$ cat config.mk
export PLATFORM = sky130hd
export DESIGN_NAME = one_wire_debug_port
export DESIGN_NICKNAME = d
export VERILOG_FILES = /design/src/rtl/one_wire_debug_pkg.sv /design/src/rtl/link_rx.sv /design/src/rtl/link_tx.sv /design/src/rtl/one_wire_debug_port.sv
export SDC_FILE = /design/constraint.sdc
export NUM_CORES = 1
export LEC_CHECK = 0
export BUFFER_PORTS_ARGS = -buffer_cell sky130_fd_sc_hd__buf_2
export CAP_MARGIN = 10
export CORE_UTILIZATION = 55
export CTS_BUF_LIST = sky130_fd_sc_hd__clkbuf_16
export CTS_CLUSTER_DIAMETER = 150
export CTS_CLUSTER_SIZE = 10
export DETAILED_ROUTE_END_ITERATION = 10
export PLACE_DENSITY = 0.76
export SETUP_SLACK_MARGIN = 0.02
export SYNTH_ARGS = -nofsm -noshare
export SYNTH_HDL_FRONTEND = slang
export SYNTH_SLANG_ARGS = --single-unit
$ cat constraint.sdc
create_clock -name clk_in -period 4 [get_ports clk_in]
set_clock_uncertainty 0.1 [all_clocks]
set_input_delay 0 -clock clk_in [delete_from_list [all_inputs] [get_ports clk_in]]
set_output_delay 0 -clock clk_in [all_outputs]
set_load 0.005 [all_outputs]
$ cat src/rtl/one_wire_debug_pkg.sv
// Shared constants and helpers for the one-wire program/debug port
package one_wire_debug_pkg;
  // Core clock and link clock rates
  localparam int CLK_MHZ = 250;
  localparam int LINK_MHZ_FAST = 16;
  localparam int LINK_MHZ_MID = 8;
  localparam int LINK_MHZ_SLOW = 4;
  localparam int DIV_W = 7;
  localparam logic [DIV_W-1:0] DIV_FAST = DIV_W'(CLK_MHZ / LINK_MHZ_FAST - 1);
  localparam logic [DIV_W-1:0] DIV_MID = DIV_W'(CLK_MHZ / LINK_MHZ_MID - 1);
  localparam logic [DIV_W-1:0] DIV_SLOW = DIV_W'(CLK_MHZ / LINK_MHZ_SLOW - 1);
  // Link clock divider select encodings
  localparam logic [1:0] CLKSEL_FAST = 2'h1;
  localparam logic [1:0] CLKSEL_MID = 2'h2;
  localparam logic [1:0] CLKSEL_SLOW = 2'h3;
  localparam logic [1:0] CLKSEL_RESET = CLKSEL_SLOW;
  // Frame layout and baud measurement
  localparam int FRAME_BITS = 12;
  localparam logic [3:0] FRAME_LAST = 4'hb;
  localparam int CNT_W = 16;
  localparam int BITLEN_W = 13;
  localparam int LONG_W = 18;
  localparam logic [BITLEN_W-1:0] BITLEN_RESET = 13'h1fff;
  localparam logic [2:0] SYNC_LAST_EDGE = 3'h3;
  localparam int SYNC_SHIFT = 3;
  localparam logic [7:0] ACK_CHAR = 8'h40;
  // Register port map and fields
  localparam logic [1:0] REG_PORT_CTRL = 2'h0;
  localparam logic [1:0] REG_ASI_CTRL = 2'h1;
  localparam logic [1:0] REG_STATUS = 2'h2;
  localparam int PARITY_CHECK_DISABLE_BIT = 0;
  localparam int ST_ACTIVE = 3;
  localparam int ST_KEY = 4;
  localparam int ST_IDLE = 5;
  localparam int ST_BUSY = 6;
  // Instruction opcodes in bits 7:5, interface index in bits 1:0
  localparam logic [2:0] OP_STORE_DIRECT = 3'h2;
  localparam logic [2:0] OP_STORE_PTR = 3'h3;
  localparam logic [2:0] OP_ASI_STORE = 3'h6;
  localparam logic [1:0] ASI_PORT_CTRL = 2'h0;
  localparam logic [1:0] ASI_CLK_CTRL = 2'h1;
  localparam logic [1:0] ASI_PTR = 2'h2;
  localparam logic [7:0] PROT_BASE = 8'hc0;
  localparam logic [7:0] KEY_VALUE = 8'ha5;
  // Error signatures
  localparam logic [2:0] ERR_NONE = 3'h0;
  localparam logic [2:0] ERR_PARITY = 3'h1;
  localparam logic [2:0] ERR_FRAME = 3'h2;
  localparam logic [2:0] ERR_CLOCK = 3'h3;
  localparam logic [2:0] ERR_SYSTEM = 3'h4;

  // Even parity over one data byte
  function automatic logic even_parity(input logic [7:0] b);
    return ^b;
  endfunction
endpackage

$ cat src/rtl/link_rx.sv
// Link receiver: sync measurement, frame checks, idle and break detection
module link_rx (
  input wire logic clk_in,
  input wire logic reset_in,
  input wire logic tick_in,
  input wire logic flush_in,
  input wire logic enable_in,
  input wire logic line_in,
  input wire logic sync_mode_in,
  input wire logic parity_disable_in,
  output logic byte_valid_out,
  output logic [7:0] byte_out,
  output logic parity_err_out,
  output logic frame_err_out,
  output logic sync_done_out,
  output logic recover_err_out,
  output logic break_out,
  output logic idle_out,
  output logic [one_wire_debug_pkg::BITLEN_W-1:0] bit_len_out
);
  import one_wire_debug_pkg::*;

  typedef enum logic [1:0] {RX_IDLE, RX_MEAS, RX_RUN} rx_state_e;
  typedef struct packed {
    rx_state_e st;
    logic [CNT_W-1:0] cnt;
    logic [2:0] edges;
    logic [3:0] bitn;
    logic [11:0] shreg;
    logic [BITLEN_W-1:0] bit_len;
    logic [LONG_W-1:0] low_cnt;
    logic [LONG_W-1:0] high_cnt;
    logic prev;
    logic valid;
    logic perr;
    logic ferr;
    logic sync;
    logic rerr;
    logic brk;
    logic idle;
  } rx_s;
  rx_s q, d;

  // Twelve bit times at the current baud
  function automatic logic [LONG_W-1:0] frame_span(
    input logic [BITLEN_W-1:0] len);
    return LONG_W'(len) * LONG_W'(FRAME_BITS);
  endfunction

  // All link-side work except a flush happens on the link tick only
  always_comb begin
    logic [11:0] nsh;
    nsh = q.shreg;
    d = q;
    d.valid = 1'b0;
    d.perr = 1'b0;
    d.ferr = 1'b0;
    d.sync = 1'b0;
    d.rerr = 1'b0;
    d.brk = 1'b0;
    d.idle = 1'b0;
    if (flush_in) begin
      d.st = RX_IDLE;
      d.bit_len = BITLEN_RESET;
      d.low_cnt = '0;
      d.high_cnt = '0;
      d.prev = 1'b1;
    end else if (tick_in) begin
      d.prev = line_in;
      // Level run counters saturate so a stuck line cannot wrap
      if (!line_in) begin
        d.high_cnt = '0;
        if (q.low_cnt != '1) d.low_cnt = q.low_cnt + 1'b1;
      end else begin
        d.low_cnt = '0;
        if (q.high_cnt != '1) d.high_cnt = q.high_cnt + 1'b1;
      end
      case (q.st)
        RX_IDLE: begin
          if (enable_in && q.prev && !line_in) begin
            d.cnt = '0;
            d.edges = '0;
            d.bitn = '0;
            if (sync_mode_in) begin
              d.st = RX_MEAS;
            end else begin
              d.st = RX_RUN;
              d.cnt = CNT_W'(q.bit_len >> 1); // Centre of the start bit
            end
          end
        end
        RX_MEAS: begin
          d.cnt = q.cnt + 1'b1;
          if (q.prev && !line_in) begin
            // Fifth falling edge of 0x55 ends eight bit times; see
            if (q.edges == SYNC_LAST_EDGE) begin
              d.bit_len = BITLEN_W'((q.cnt + 1'b1) >> SYNC_SHIFT);
              d.sync = 1'b1;
              d.st = RX_IDLE;
            end else begin
              d.edges = q.edges + 1'b1;
            end
          end else if (q.cnt == '1) begin
            d.rerr = 1'b1; // Too slow to measure; see
            d.st = RX_IDLE;
          end
        end
        RX_RUN: begin
          if (q.cnt == '0) begin
            nsh = {line_in, q.shreg[11:1]};
            d.shreg = nsh;
            d.cnt = CNT_W'(q.bit_len - 1'b1); // Measured baud only; see
            d.bitn = q.bitn + 1'b1;
            if (q.bitn == FRAME_LAST) begin
              d.st = RX_IDLE;
              // Start low, data, parity, two high stops; see
              if (nsh[0] || !nsh[10] || !nsh[11]) begin
                d.ferr = 1'b1;
              end else if (!parity_disable_in &&
                           even_parity(nsh[8:1]) != nsh[9]) begin
                d.perr = 1'b1;
              end else begin
                d.valid = 1'b1;
              end
            end
          end else begin
            d.cnt = q.cnt - 1'b1;
          end
        end
        default: d.st = RX_IDLE;
      endcase
      // Break wins over any frame in flight; see
      if (q.low_cnt == frame_span(q.bit_len)) begin
        d.brk = 1'b1;
        d.st = RX_IDLE;
        d.bit_len = BITLEN_RESET;
      end else if (q.high_cnt == frame_span(q.bit_len)) begin
        d.idle = 1'b1;
      end
    end
  end

  // State register
  always_ff @(posedge clk_in) begin
    if (reset_in) begin
      q <= '0;
      q.bit_len <= BITLEN_RESET;
      q.prev <= 1'b1;
    end else begin
      q <= d;
    end
  end

  assign byte_valid_out = q.valid;
  assign byte_out = q.shreg[8:1];
  assign parity_err_out = q.perr;
  assign frame_err_out = q.ferr;
  assign sync_done_out = q.sync;
  assign recover_err_out = q.rerr;
  assign break_out = q.brk;
  assign idle_out = q.idle;
  assign bit_len_out = q.bit_len;
endmodule

$ cat src/rtl/link_tx.sv
// Link transmitter: twelve-bit response frames at the measured baud
module link_tx (
  input wire logic clk_in,
  input wire logic reset_in,
  input wire logic tick_in,
  input wire logic flush_in,
  input wire logic start_in,
  input wire logic [7:0] byte_in,
  input wire logic [one_wire_debug_pkg::BITLEN_W-1:0] bit_len_in,
  output logic line_out,
  output logic drive_out,
  output logic busy_out,
  output logic done_out
);
  import one_wire_debug_pkg::*;

  typedef enum logic {TX_IDLE, TX_SEND} tx_state_e;
  typedef struct packed {
    tx_state_e st;
    logic [CNT_W-1:0] cnt;
    logic [3:0] bitn;
    logic [11:0] shreg;
    logic line;
    logic drive;
    logic done;
  } tx_s;
  tx_s q, d;

  // Shift out start, data, even parity and two stops; see
  always_comb begin
    d = q;
    d.done = 1'b0;
    if (flush_in) begin
      d.st = TX_IDLE;
      d.line = 1'b1;
      d.drive = 1'b0;
    end else begin
      case (q.st)
        TX_IDLE: begin
          if (start_in) begin
            d.shreg = {2'b11, even_parity(byte_in), byte_in, 1'b0};
            d.st = TX_SEND;
            d.bitn = '0;
            d.cnt = CNT_W'(bit_len_in - 1'b1); // Same baud as receive; see
            d.line = 1'b0;
            d.drive = 1'b1;
          end
        end
        TX_SEND: begin
          if (tick_in) begin
            if (q.cnt != '0) begin
              d.cnt = q.cnt - 1'b1;
            end else if (q.bitn == FRAME_LAST) begin
              d.st = TX_IDLE;
              d.line = 1'b1;
              d.drive = 1'b0; // Release the shared line after stop bits
              d.done = 1'b1;
            end else begin
              d.bitn = q.bitn + 1'b1;
              d.shreg = q.shreg >> 1;
              d.line = q.shreg[1];
              d.cnt = CNT_W'(bit_len_in - 1'b1);
            end
          end
        end
        default: d.st = TX_IDLE;
      endcase
    end
  end

  // State register
  always_ff @(posedge clk_in) begin
    if (reset_in) begin
      q <= '0;
      q.line <= 1'b1;
    end else begin
      q <= d;
    end
  end

  assign line_out = q.line;
  assign drive_out = q.drive;
  assign busy_out = (q.st == TX_SEND);
  assign done_out = q.done;
endmodule

$ cat src/rtl/one_wire_debug_port.sv
// Top of the one-wire program/debug port: link, data link and bus access
// Function
// Split into physical link, instruction data link, and bus access layers.
// Half-duplex receive and transmit on one reset pin, link clocked apart.
// Link and bus sides use separate rates, joined through a handshake.
// Link clock starts at 4 MHz after enable or reset.
// Writing the divider select field changes the link clock.
// Frame: low start, eight data, even parity, two high stops.
// Wrong parity or stop bit is detected and reported as error.
// Parity disable bit skips the receive parity check.
// Idle is line high for twelve or more bit times.
// Line low twelve bit times is break; everything returns to default. Here ptr keeps its value.
// Sync is expected before each instruction and after break.
// Acknowledge is sent once a store obtains system bus access.
// Debugger waits for acknowledge before its next transmission.
// Debugger starts all traffic, each transmission opening with sync.
// Measured baud is used for both receiving and transmitting.
// No writable baud setting; sampling rate only from sync measurement.
// Active port drives pull-up, input enable and output enable itself.
// Pin belongs to the port only by fuse or high-voltage override.
// Parity, clock recovery, frame and system errors give signatures.
// Protected addresses need key plus stopped or unlocked state.
// Interface registers are reached without requesting the system bus.
// Sync character is eight bits of fixed value 0x55.
// Break returns the divider select to the 4 MHz setting.
// Divider select: 1 is 16 MHz, 2 is 8 MHz, 3 is 4 MHz default.
// Responses use the same twelve-bit even-parity two-stop frame.
// Low first stop bit is a frame error aborting the operation.
//
// Chosen here: the address map and the address-and-strobe port.
module one_wire_debug_port (
  input wire logic clk_in,
  input wire logic reset_in,
  input wire logic pin_in,
  output logic pin_out,
  output logic pin_oe_out,
  output logic pin_pull_en_out,
  output logic pin_in_en_out,
  input wire logic reset_pin_function_config_in,
  input wire logic hv_override_in,
  input wire logic debug_stopped_in,
  input wire logic prog_unlocked_in,
  input wire logic bus_grant_in,
  output logic bus_req_out,
  output logic [7:0] bus_addr_out,
  output logic [7:0] bus_wdata_out,
  input wire logic [1:0] reg_addr_in,
  input wire logic [7:0] reg_wdata_in,
  input wire logic reg_wr_in,
  input wire logic reg_rd_in,
  output logic [7:0] reg_rdata_out
);
  import one_wire_debug_pkg::*;

  typedef enum logic [2:0] {
    DL_SYNC, DL_INSTR, DL_ADDR, DL_DATA, DL_XFER, DL_ACK, DL_ERR
  } dl_state_e;

  typedef struct packed {
    logic pin_s1;
    logic pin_s2;
    logic fuse_s1;
    logic fuse_s2;
    logic hv_s1;
    logic hv_s2;
    logic active;
    logic [DIV_W-1:0] div_cnt;
    logic tick;
    dl_state_e dl;
    logic [7:0] instr;
    logic [7:0] addr;
    logic [7:0] data;
    logic [7:0] ptr;
    logic [7:0] xfer_addr;
    logic parity_check_disable;
    logic [1:0] link_clock_divider_select;
    logic key_ok;
    logic line_idle;
    logic [2:0] err;
    logic req_tgl;
    logic ack_tgl;
    logic bus_req;
    logic [7:0] bus_addr;
    logic [7:0] bus_wdata;
    logic tx_start;
    logic [7:0] rdata;
    logic pin_o;
    logic pin_oe;
    logic pull_en;
    logic in_en;
  } top_s;
  top_s q, d;

  logic rx_valid;
  logic [7:0] rx_byte;
  logic rx_perr;
  logic rx_ferr;
  logic rx_sync;
  logic rx_rerr;
  logic rx_brk;
  logic rx_idle;
  logic [BITLEN_W-1:0] bit_len;
  logic tx_line;
  logic tx_drive;
  logic tx_busy;
  logic tx_done;

  // Physical link receiver, quiet while we talk on the shared line
  link_rx u_link_rx (
    .clk_in(clk_in),
    .reset_in(reset_in),
    .tick_in(q.tick),
    .flush_in(!q.active),
    .enable_in(q.active && !tx_busy),
    .line_in(q.pin_s2),
    .sync_mode_in(q.dl == DL_SYNC),
    .parity_disable_in(q.parity_check_disable),
    .byte_valid_out(rx_valid),
    .byte_out(rx_byte),
    .parity_err_out(rx_perr),
    .frame_err_out(rx_ferr),
    .sync_done_out(rx_sync),
    .recover_err_out(rx_rerr),
    .break_out(rx_brk),
    .idle_out(rx_idle),
    .bit_len_out(bit_len)
  );

  // Physical link transmitter, aborted by a break or loss of the pin
  link_tx u_link_tx (
    .clk_in(clk_in),
    .reset_in(reset_in),
    .tick_in(q.tick),
    .flush_in(!q.active || rx_brk),
    .start_in(q.tx_start),
    .byte_in(ACK_CHAR),
    .bit_len_in(bit_len),
    .line_out(tx_line),
    .drive_out(tx_drive),
    .busy_out(tx_busy),
    .done_out(tx_done)
  );

  // Next-state logic for every layer held in this module
  always_comb begin
    logic pending;
    logic [7:0] target;
    logic [DIV_W-1:0] lim;
    pending = 1'b0;
    target = 8'h00;
    lim = DIV_SLOW;
    d = q;
    d.tx_start = 1'b0;
    d.tick = 1'b0;

    // Pin-side levels pass two flops before use
    d.pin_s1 = pin_in;
    d.pin_s2 = q.pin_s1;
    d.fuse_s1 = reset_pin_function_config_in;
    d.fuse_s2 = q.fuse_s1;
    d.hv_s1 = hv_override_in;
    d.hv_s2 = q.hv_s1;
    d.active = q.fuse_s2 || q.hv_s2; // Never via general port setup; see

    // Link rate enable; integer division makes 16 MHz run slightly fast
    case (q.link_clock_divider_select)
      CLKSEL_FAST: lim = DIV_FAST;
      CLKSEL_MID: lim = DIV_MID;
      default: lim = DIV_SLOW;
    endcase
    if (q.div_cnt >= lim) begin
      d.div_cnt = '0;
      d.tick = 1'b1;
    end else begin
      d.div_cnt = q.div_cnt + 1'b1;
    end

    // Software register port; read data valid one cycle later only
    if (reg_wr_in) begin
      case (reg_addr_in)
        REG_PORT_CTRL: d.parity_check_disable = reg_wdata_in[PARITY_CHECK_DISABLE_BIT];
        REG_ASI_CTRL: d.link_clock_divider_select = reg_wdata_in[1:0];
        default: ;
      endcase
    end
    d.rdata = 8'h00;
    if (reg_rd_in) begin
      case (reg_addr_in)
        REG_PORT_CTRL: d.rdata[PARITY_CHECK_DISABLE_BIT] = q.parity_check_disable;
        REG_ASI_CTRL: d.rdata[1:0] = q.link_clock_divider_select;
        REG_STATUS: begin
          d.rdata[2:0] = q.err;
          d.rdata[ST_ACTIVE] = q.active;
          d.rdata[ST_KEY] = q.key_ok;
          d.rdata[ST_IDLE] = q.line_idle;
          d.rdata[ST_BUSY] = (q.dl != DL_SYNC) && (q.dl != DL_ERR);
        end
        default: ;
      endcase
    end

    // Bus side of the toggle handshake; see
    pending = q.req_tgl ^ q.ack_tgl;
    if (q.bus_req) begin
      if (bus_grant_in) begin
        d.bus_req = 1'b0;
        d.ack_tgl = ~q.ack_tgl;
      end
    end else if (pending) begin
      d.bus_req = 1'b1;
      d.bus_addr = q.xfer_addr;
      d.bus_wdata = q.data;
    end

    // Data link: instruction decode and access setup; see
    if (!q.active || rx_brk) begin
      d.dl = DL_SYNC;
      d.link_clock_divider_select = CLKSEL_RESET;
      d.parity_check_disable = 1'b0;
      d.key_ok = 1'b0;
      d.line_idle = 1'b0;
      d.err = ERR_NONE;
    end else begin
      if (rx_idle) d.line_idle = 1'b1;
      if (rx_valid || rx_sync) d.line_idle = 1'b0;
      if (rx_perr) begin
        d.err = ERR_PARITY;
        d.dl = DL_ERR;
      end else if (rx_ferr) begin
        d.err = ERR_FRAME; // Held until a break or pin loss, unless a later parity error replaces it; see
        d.dl = DL_ERR;
      end else if (rx_rerr) begin
        d.err = ERR_CLOCK;
        d.dl = DL_ERR;
      end else begin
        case (q.dl)
          DL_SYNC: if (rx_sync) d.dl = DL_INSTR;
          DL_INSTR: begin
            if (rx_valid) begin
              d.instr = rx_byte;
              case (rx_byte[7:5])
                OP_STORE_DIRECT: d.dl = DL_ADDR;
                OP_STORE_PTR: d.dl = DL_DATA;
                OP_ASI_STORE: d.dl = DL_DATA;
                default: begin
                  d.err = ERR_SYSTEM;
                  d.dl = DL_SYNC;
                end
              endcase
            end
          end
          DL_ADDR: begin
            if (rx_valid) begin
              d.addr = rx_byte;
              d.dl = DL_DATA;
            end
          end
          DL_DATA: begin
            if (rx_valid) begin
              d.data = rx_byte;
              if (q.instr[7:5] == OP_ASI_STORE) begin
                // Interface registers, no system bus involved; see
                case (q.instr[1:0])
                  ASI_PORT_CTRL: d.parity_check_disable = rx_byte[PARITY_CHECK_DISABLE_BIT];
                  ASI_CLK_CTRL: d.link_clock_divider_select = rx_byte[1:0];
                  ASI_PTR: d.ptr = rx_byte;
                  default: d.key_ok = (rx_byte == KEY_VALUE);
                endcase
                d.dl = DL_SYNC;
              end else begin
                target = (q.instr[7:5] == OP_STORE_DIRECT) ? q.addr : q.ptr;
                if (target >= PROT_BASE && !(q.key_ok &&
                    (debug_stopped_in || prog_unlocked_in))) begin
                  d.err = ERR_SYSTEM; // Refused store; see
                  d.dl = DL_SYNC;
                end else begin
                  d.xfer_addr = target;
                  d.req_tgl = ~q.req_tgl;
                  if (q.instr[7:5] == OP_STORE_PTR) d.ptr = q.ptr + 1'b1;
                  d.dl = DL_XFER;
                end
              end
            end
          end
          DL_XFER: begin
            if (!pending) begin
              d.tx_start = 1'b1; // Bus granted, answer now; see
              d.dl = DL_ACK;
            end
          end
          DL_ACK: if (tx_done) d.dl = DL_SYNC;
          DL_ERR: ;
          default: d.dl = DL_SYNC;
        endcase
      end
    end

    // Pin control overrides ordinary port settings; see
    d.pull_en = q.active;
    d.in_en = q.active;
    d.pin_oe = q.active && tx_drive;
    d.pin_o = q.active && tx_line;
  end

  // State register
  always_ff @(posedge clk_in) begin
    if (reset_in) begin
      q <= '0;
      q.link_clock_divider_select <= CLKSEL_RESET;
      q.pin_s1 <= 1'b1;
      q.pin_s2 <= 1'b1;
    end else begin
      q <= d;
    end
  end

  assign pin_out = q.pin_o;
  assign pin_oe_out = q.pin_oe;
  assign pin_pull_en_out = q.pull_en;
  assign pin_in_en_out = q.in_en;
  assign bus_req_out = q.bus_req;
  assign bus_addr_out = q.bus_addr;
  assign bus_wdata_out = q.bus_wdata;
  assign reg_rdata_out = q.rdata;
endmodule
### Word level (Yosys, flattened, before mapping)

Cells that the tools add are included.

* logic and storage cells: 346
* output and inout bits: 29
* bits in registers: 227

* reduce and logical (&&, ||, !) cells: 85
* multiply operators: 1
* $lt $le $gt $ge: 2
* eq/ne operators: 73
* muxes and demuxes: 93
* bitwise logic cells: 23
* add/sub/neg operators: 11

Operators by type and width (number)
* $mux 44: 3
* $mux 36: 2
* $pmux 35 s2: 1
* $mux 16: 4
* $mux 8: 8
* $mux 3: 19
* $mux 28: 2
* $mux 13: 4
* $pmux 16 s3: 1
* $reduce_and 6->1: 8
* $add 18x1->18 const B: 2
* $eq 18x17->1: 2
* $mux 18: 2
* $ne 18x18->1 const B: 2
* $mux 35: 1
* $mux 32: 1
* $sub 16x1->16 const B: 2
* $mux 25: 1
* $ne 2x2->1 const B: 12
* $not 1->1: 22
* $eq 3x2->1 const B: 7
* $pmux 3 s7: 1
* $reduce_and 7->1: 3
* $mux 2: 10
* 64 further kinds: 168

### Longest topological paths before layout

* depth in word-level cells: 11
* mapped depth: 13
* gate-level depth less buffers: 11

### Modules after synthesis

Synthesis repeated with hierarchy kept, for this count alone.

* cell total of the unflattened synthesis: 1674
* area, all modules: 13625.6 µm²

Modules (own cells, without submodules)
* link_rx: area an instance 7170.6 µm², cells an instance 934, times used 1, seq. area each 1861.8 µm²
* one_wire_debug_port: area an instance 4249.1 µm², cells an instance 477, times used 1, seq. area each 1861.8 µm²
* link_tx: area an instance 2205.9 µm², cells an instance 263, times used 1, seq. area each 700.7 µm²

### Least setup slack after synthesis

No wires, ideal clock.

* kind: register to register
* start point: reg, netlist name u_link_rx.bit_len_out[1]
* end point: reg, netlist name u_link_rx.bit_len_out[10]
* buffers on the path: 1
* arrival time: 3.124 ns
* period minus slack after synthesis: 3.347 ns
* setup time: 0.123 ns
* setup slack: 0.653 ns
* data required time: 3.777 ns
* stages on the path, launching flop included: 13
* path through: dfxtp_1 ha_1 inv_1 fa_1 nand2b_1 a211o_1 a211oi_2 mux2_4 o21a_1 o2111ai_1 nand3_2 buf_6 o32a_2

* cells in the longest elaborated chain, start to end: 4
* elaborated cells on any way between the ends: 7
* those cells by class: 1 x mul; 1 x eq/ne; 1 x mux; 4 x reduce/logical

RTL lines
* $mul 13x2->15 *: line link_rx.sv:47 `return LONG_W'(len) * LONG_W'(FRAME_BITS);`
* $eq 18x17->1 *: line link_rx.sv:133 `if (q.low_cnt == frame_span(q.bit_len)) begin`
* $reduce_bool 2->1 (no line)
* $reduce_and 4->1 (no line)

Mark *: on every way between the ends. The rest lies on a longest branch, timed or not.
A chain may end at the register's enable or synchronous reset.

### Final worst setup path

* start point: reg, netlist name u_link_rx.bit_len_out[1]
* end point: reg, netlist name u_link_rx.bit_len_out[12]

* cells in the longest elaborated chain, start to end: 4
* elaborated cells on any way between the ends: 7
* those cells by class: 1 x mul; 1 x eq/ne; 1 x mux; 4 x reduce/logical

RTL lines (line)
* $mul 13x2->15 *: link_rx.sv:47
* $eq 18x17->1 *: link_rx.sv:133
* $reduce_bool 2->1 (no line)
* $reduce_and 4->1 (no line)

Marked as above.

==> parameters.txt <==
Parameter                              Value

Logic synthesis
  Yosys synthesis warning count ... 0
  Area fraction in and, or, nand and nor cells after synthesis ... 23.8%
  Count of flip-flops with a built-in enable after synthesis ... 0
  Syn_nets ... between 1500 and 2000
  Fraction of synthesized area in multiplexers ... 2.86%
  Count of cell types in the netlist ... 94
  Gate Count Post-Synth ... approximately 1500
  Mean area per synthesized cell ... 8.27 um2
  Predominant post-synthesis flop cell ... dfxtp_1
  Share of synthesized registers carrying an async set or reset ... 0%
  FF+latch count, synth ... 221
  Area share of fa/ha/maj cells after synthesis ... 5.68%
  Seq/Total Area, Yosys ... 35.5%
  Main combinational cell family by area after synthesis ... simple AND/OR/NAND/NOR gates
  Netlist Area Pre-Place ... 0.0125 mm2
  Synth Area in XOR/XNOR ... between 8 and 9%
  Compound-cell area share of the yosys netlist ... 17.2%

Clock tree
  Clk pin slew, worst setup/hold paths ... 0.06 ns
  Sink Count ... between 200 and 250
  Clock tree buffer depth ... 3
  Cell chosen for the clock root ... clkbuf_16
  TritonCTS clock tree ... done
  Worst-skew pair later-pin latency ... 0.52 ns
  Number of buffers created by CTS ... 26
  Clock H-tree levels ... 1

STA
  Max Slew Vio Count ... 0
  TNS Setup ... 0 ns
  Worst slack on hold paths ... ~0.068 ns
  Tcrit/Tclk final ... 94.0%
  Transition at the pin with the smallest max-transition slack ... around 1.1 ns
  Setup repair after global routing missed its margin ... no
  Worst max-slew margin expressed relative to the limit ... 26.0%
  Endpoints failing hold ... 0
  Setup-failing EPs final ... 0
  Fmax ... 0.266 GHz
  Min Tclk post-route ... approximately 3.8 ns

Route
  Total iterations of the first detailed-routing run ... 8
  Initial detailed-routing violation count ... 760
  Vias per inst ... 5.98
  Via count ... 10500
  Routed wire length ... 29.4 mm
  Number of nets still failing antenna checks after routing ... 0
  Number of design rule violations left after detail routing ... 3
  Per-cell routed wire length ... 16.7 um

Critical path
  Arrival time reported for the critical path endpoint ... 4.07 ns
  Worst path slowest cell ... o32a_2
  Reg2Reg Capture Point ... u_link_rx.bit_len_out[12]
  Largest fanout on the critical path ... 13
  Endpoint of the worst setup timing path ... u_link_rx.bit_len_out[12]
  Worst reg-to-reg setup slack ... 0.24 ns
  Crit Reg-Reg Startpoint ... u_link_rx.bit_len_out[1]
  Type of element launching the critical path ... flop
  Kind of critical path ... reg -> reg
  Type of element capturing the critical path ... flop
  Startpoint of the most critical setup path ... u_link_rx.bit_len_out[1]
  R2r worst-path depth ... 11
  Worst EP required ... 4.31 ns
  Longest individual stage delay on the worst path ... 0.45 ns
  Series of cell instances along the critical path ... ha_1 > inv_1 > fa_1 > nand2b_1 > a211o_1 > a211oi_2 > mux2_4 > o21a_1 > o2111ai_1 > nand3_4 > o32a_2

Global route
  Global-route wire length before repair ... ~50 mm
  Via count of the first global-routing pass ... slightly below 10000
  GRT Overall Usage ... 25.4%
  Antenna violations before repair ... 0
  Grt ovf ... 0
  Maximum number of pins on one net before global-route repair ... 79

Pwr
  Tot Pwr ... 4.34 mW
  Power per cell area ... around 330 mW/mm2
  VDD IR max ... 0.273 mV
  Leakage Power ... slightly below 5 nW
  Switching pwr ... 921 uW
  Internal power contribution ... about 3.4 mW
  Net switching fraction of the power ... 21.2%
  Part of the total power dissipated in the clock network ... about 47%
  Combinational power share ... under 10%
  Share of total power in sequential cells ... 51.0%

Layout
  Final design utilization ... 60.5%
  Antenna diodes ... 0
  Cell area after layout ... 0.0133 mm2
  Fraction of final layout cells with drive strength greater than 1 ... 8.37%
  Net count, final ... between 1500 and 2000
  Area overhead of the layout relative to synthesis ... 6.97%
  Final-layout fill cell count ... 1942

Floorplanning
  Die Outline Area ... 0.0233 mm2
  Chip width ... roughly 150 um
  Cell Rows ... 54
  IO Count ... 49
  Placeable core area ... 0.0220 mm2
  Die height ... about 150 um
  Starting Density ... 56.6%

Place
  Detailed placement HPWL ... 20.9 mm
  Count of buffers from port buffering ... 41
  Routability congestion estimate ... 0.886
  Placed instance area ... 0.0125 mm2

Hold path
  Worst min-delay path class ... in -> reg

Outcome
  Result of the run ... finished, violations left
  Failing checks ... DRC

Run
  Max-capacitance violation count ... 0
==> per-stage QoR <==
stage | instances | setup slack (ns)
floorplan | 1508 | 0.653
global placement | 1717 | 0.313
detailed placement | 1717 | 0.204
CTS | 1762 | 0.197
global route | 1762 | 0.0566
finish | 1762 | 0.241
==> power groups by stage <==
stage	Sequential (mW)	Combinational, mW	Clock, mW
finish	2.22	0.0853	2.04
global route	2.21	0.0940	2.16
CTS	2.22	0.0846	2.07
detailed placement	2.26	0.0730	0
global placement	2.26	0.0720	0
floorplan	2.26	0.0535	0
==> cells in the final DEF (no fill, tap or decap), types with 10 or more instances in the layout <==
cell type	netlist	layout
mux2i_1	33	33
nor2b_1	16	16
dlygate4sd3_1	0	16
nor2_1	196	196
a221oi_1	11	10
a22oi_1	22	22
nor4_1	15	15
inv_1	45	46
dfxtp_1	221	221
xnor2_1	77	77
o211ai_1	10	10
buf_4	27	10
and3_1	19	19
nor3_1	44	44
ha_1	55	55
nand2_1	134	134
a21oi_1	83	83
nand3_1	55	55
or3_1	14	14
nand2b_1	11	11
xor2_1	44	44
buf_2	14	40
o21ai_0	49	49
and2_1	14	14
clkbuf_16	0	27
a211oi_1	23	23
a32o_1	11	11
nand4_1	15	15
==> state kept, by name, indices dropped and copies added (netlist names), 4 cells and up <==
name / flops
u_link_rx.byte_out: 8
reg_rdata_out: 7
u_link_tx.q: 31
bus_addr_out: 8
u_link_rx.q: 65
bus_wdata_out: 8
d: 4
q: 62
u_link_rx.bit_len_out: 13
==> Yosys cell counts, types with 8 or more instances <==
library cell | n | area (um2)
nand2_1 | 134 | 503
and3_1 | 19 | 119
a22oi_1 | 22 | 165
a221oi_1 | 11 | 96.3
a21oi_1 | 83 | 415
xor2_1 | 44 | 385
a32o_1 | 11 | 110
o21ai_0 | 49 | 245
nand3b_1 | 9 | 67.6
and4_1 | 8 | 70.1
mux2i_1 | 33 | 330
nand4_1 | 15 | 93.8
a2bb2oi_1 | 8 | 70.1
o21a_1 | 8 | 60.1
and2_1 | 14 | 87.6
nor4_1 | 15 | 93.8
or3_1 | 14 | 87.6
buf_2 | 14 | 70.1
inv_1 | 45 | 169
nor2_1 | 196 | 736
dfxtp_1 | 221 | 4420
nor3_1 | 44 | 220
nor2b_1 | 16 | 100
or2_2 | 9 | 56.3
ha_1 | 55 | 688
o211ai_1 | 10 | 75.1
nand2b_1 | 11 | 68.8
nand3_1 | 55 | 275
a211oi_1 | 23 | 173
buf_4 | 27 | 203
clkbuf_1 | 71 | 267
xnor2_1 | 77 | 674
==> timing repair <==
action,in CTS,in global routing
hold endpoints to repair,69,0
hold buffers,16,0
resized for setup,0,1
endpoints found under the setup margin,0,1
buffers inserted,0,0
==> critical path, delay by kind of cell, from the launching register on <==
family	cells	cell delay (ns)
AOI/OAI and AO/OA	5	1.74
muxes	1	0.35
adders and majority gates	2	0.60
buffers and inverters	1	0.06
and+or+nand+nor	2	0.40
DFF	1	0.42
==> layer usage <==
layer  vias up  track usage (%)  wire length [um]
met5         -                0                 0
met4         0             7.55               646
met3        46             2.53              1530
met2       284             40.4             13100
met1      4986             36.4             14000
li1       5224                -                 -
==> logic make-up (layout without fill, tap and decap cells) <==
group	Yosys count	count (layout)
buffers and inverters	167	141
XOR/XNOR	121	121
AO/OA/AOI/OAI	306	306
flip-flops	221	221
AND/OR/NAND/NOR	601	601
adder cells (fa/ha/maj)	56	56
other	1	1
multiplexers	35	35
==> cell type report <==
| cell class | instances | area [um2] | area share (%) |
|---|---|---|---|
| multi-input cells | 1120 | 7260 | 54.5 |
| clock inverters | 2 | 12.5 | 0.0938 |
| clock buffers | 27 | 676 | 5.07 |
| well taps | 280 | 350 | 2.63 |
| repair buffers | 66 | 435 | 3.27 |
| inverters | 46 | 173 | 1.29 |
| flip-flops and latches | 221 | 4420 | 33.2 |
==> worst min path at each step <==
stage                         startpoint     endpoint  slack [ns]  cells past startpoint
after floorplan             bus_grant_in  bus_req_out      0.0006                      1
after global placement            pin_in        d[96]        0.08                      2
after detailed placement          pin_in        d[96]        0.09                      2
after CTS                 reg_addr_in[0]        q[37]        0.04                      6
after global routing              pin_in        d[96]        0.10                      3
final                     reg_addr_in[0]        q[37]        0.07                      6
Power figures use the tool's default switching activity.
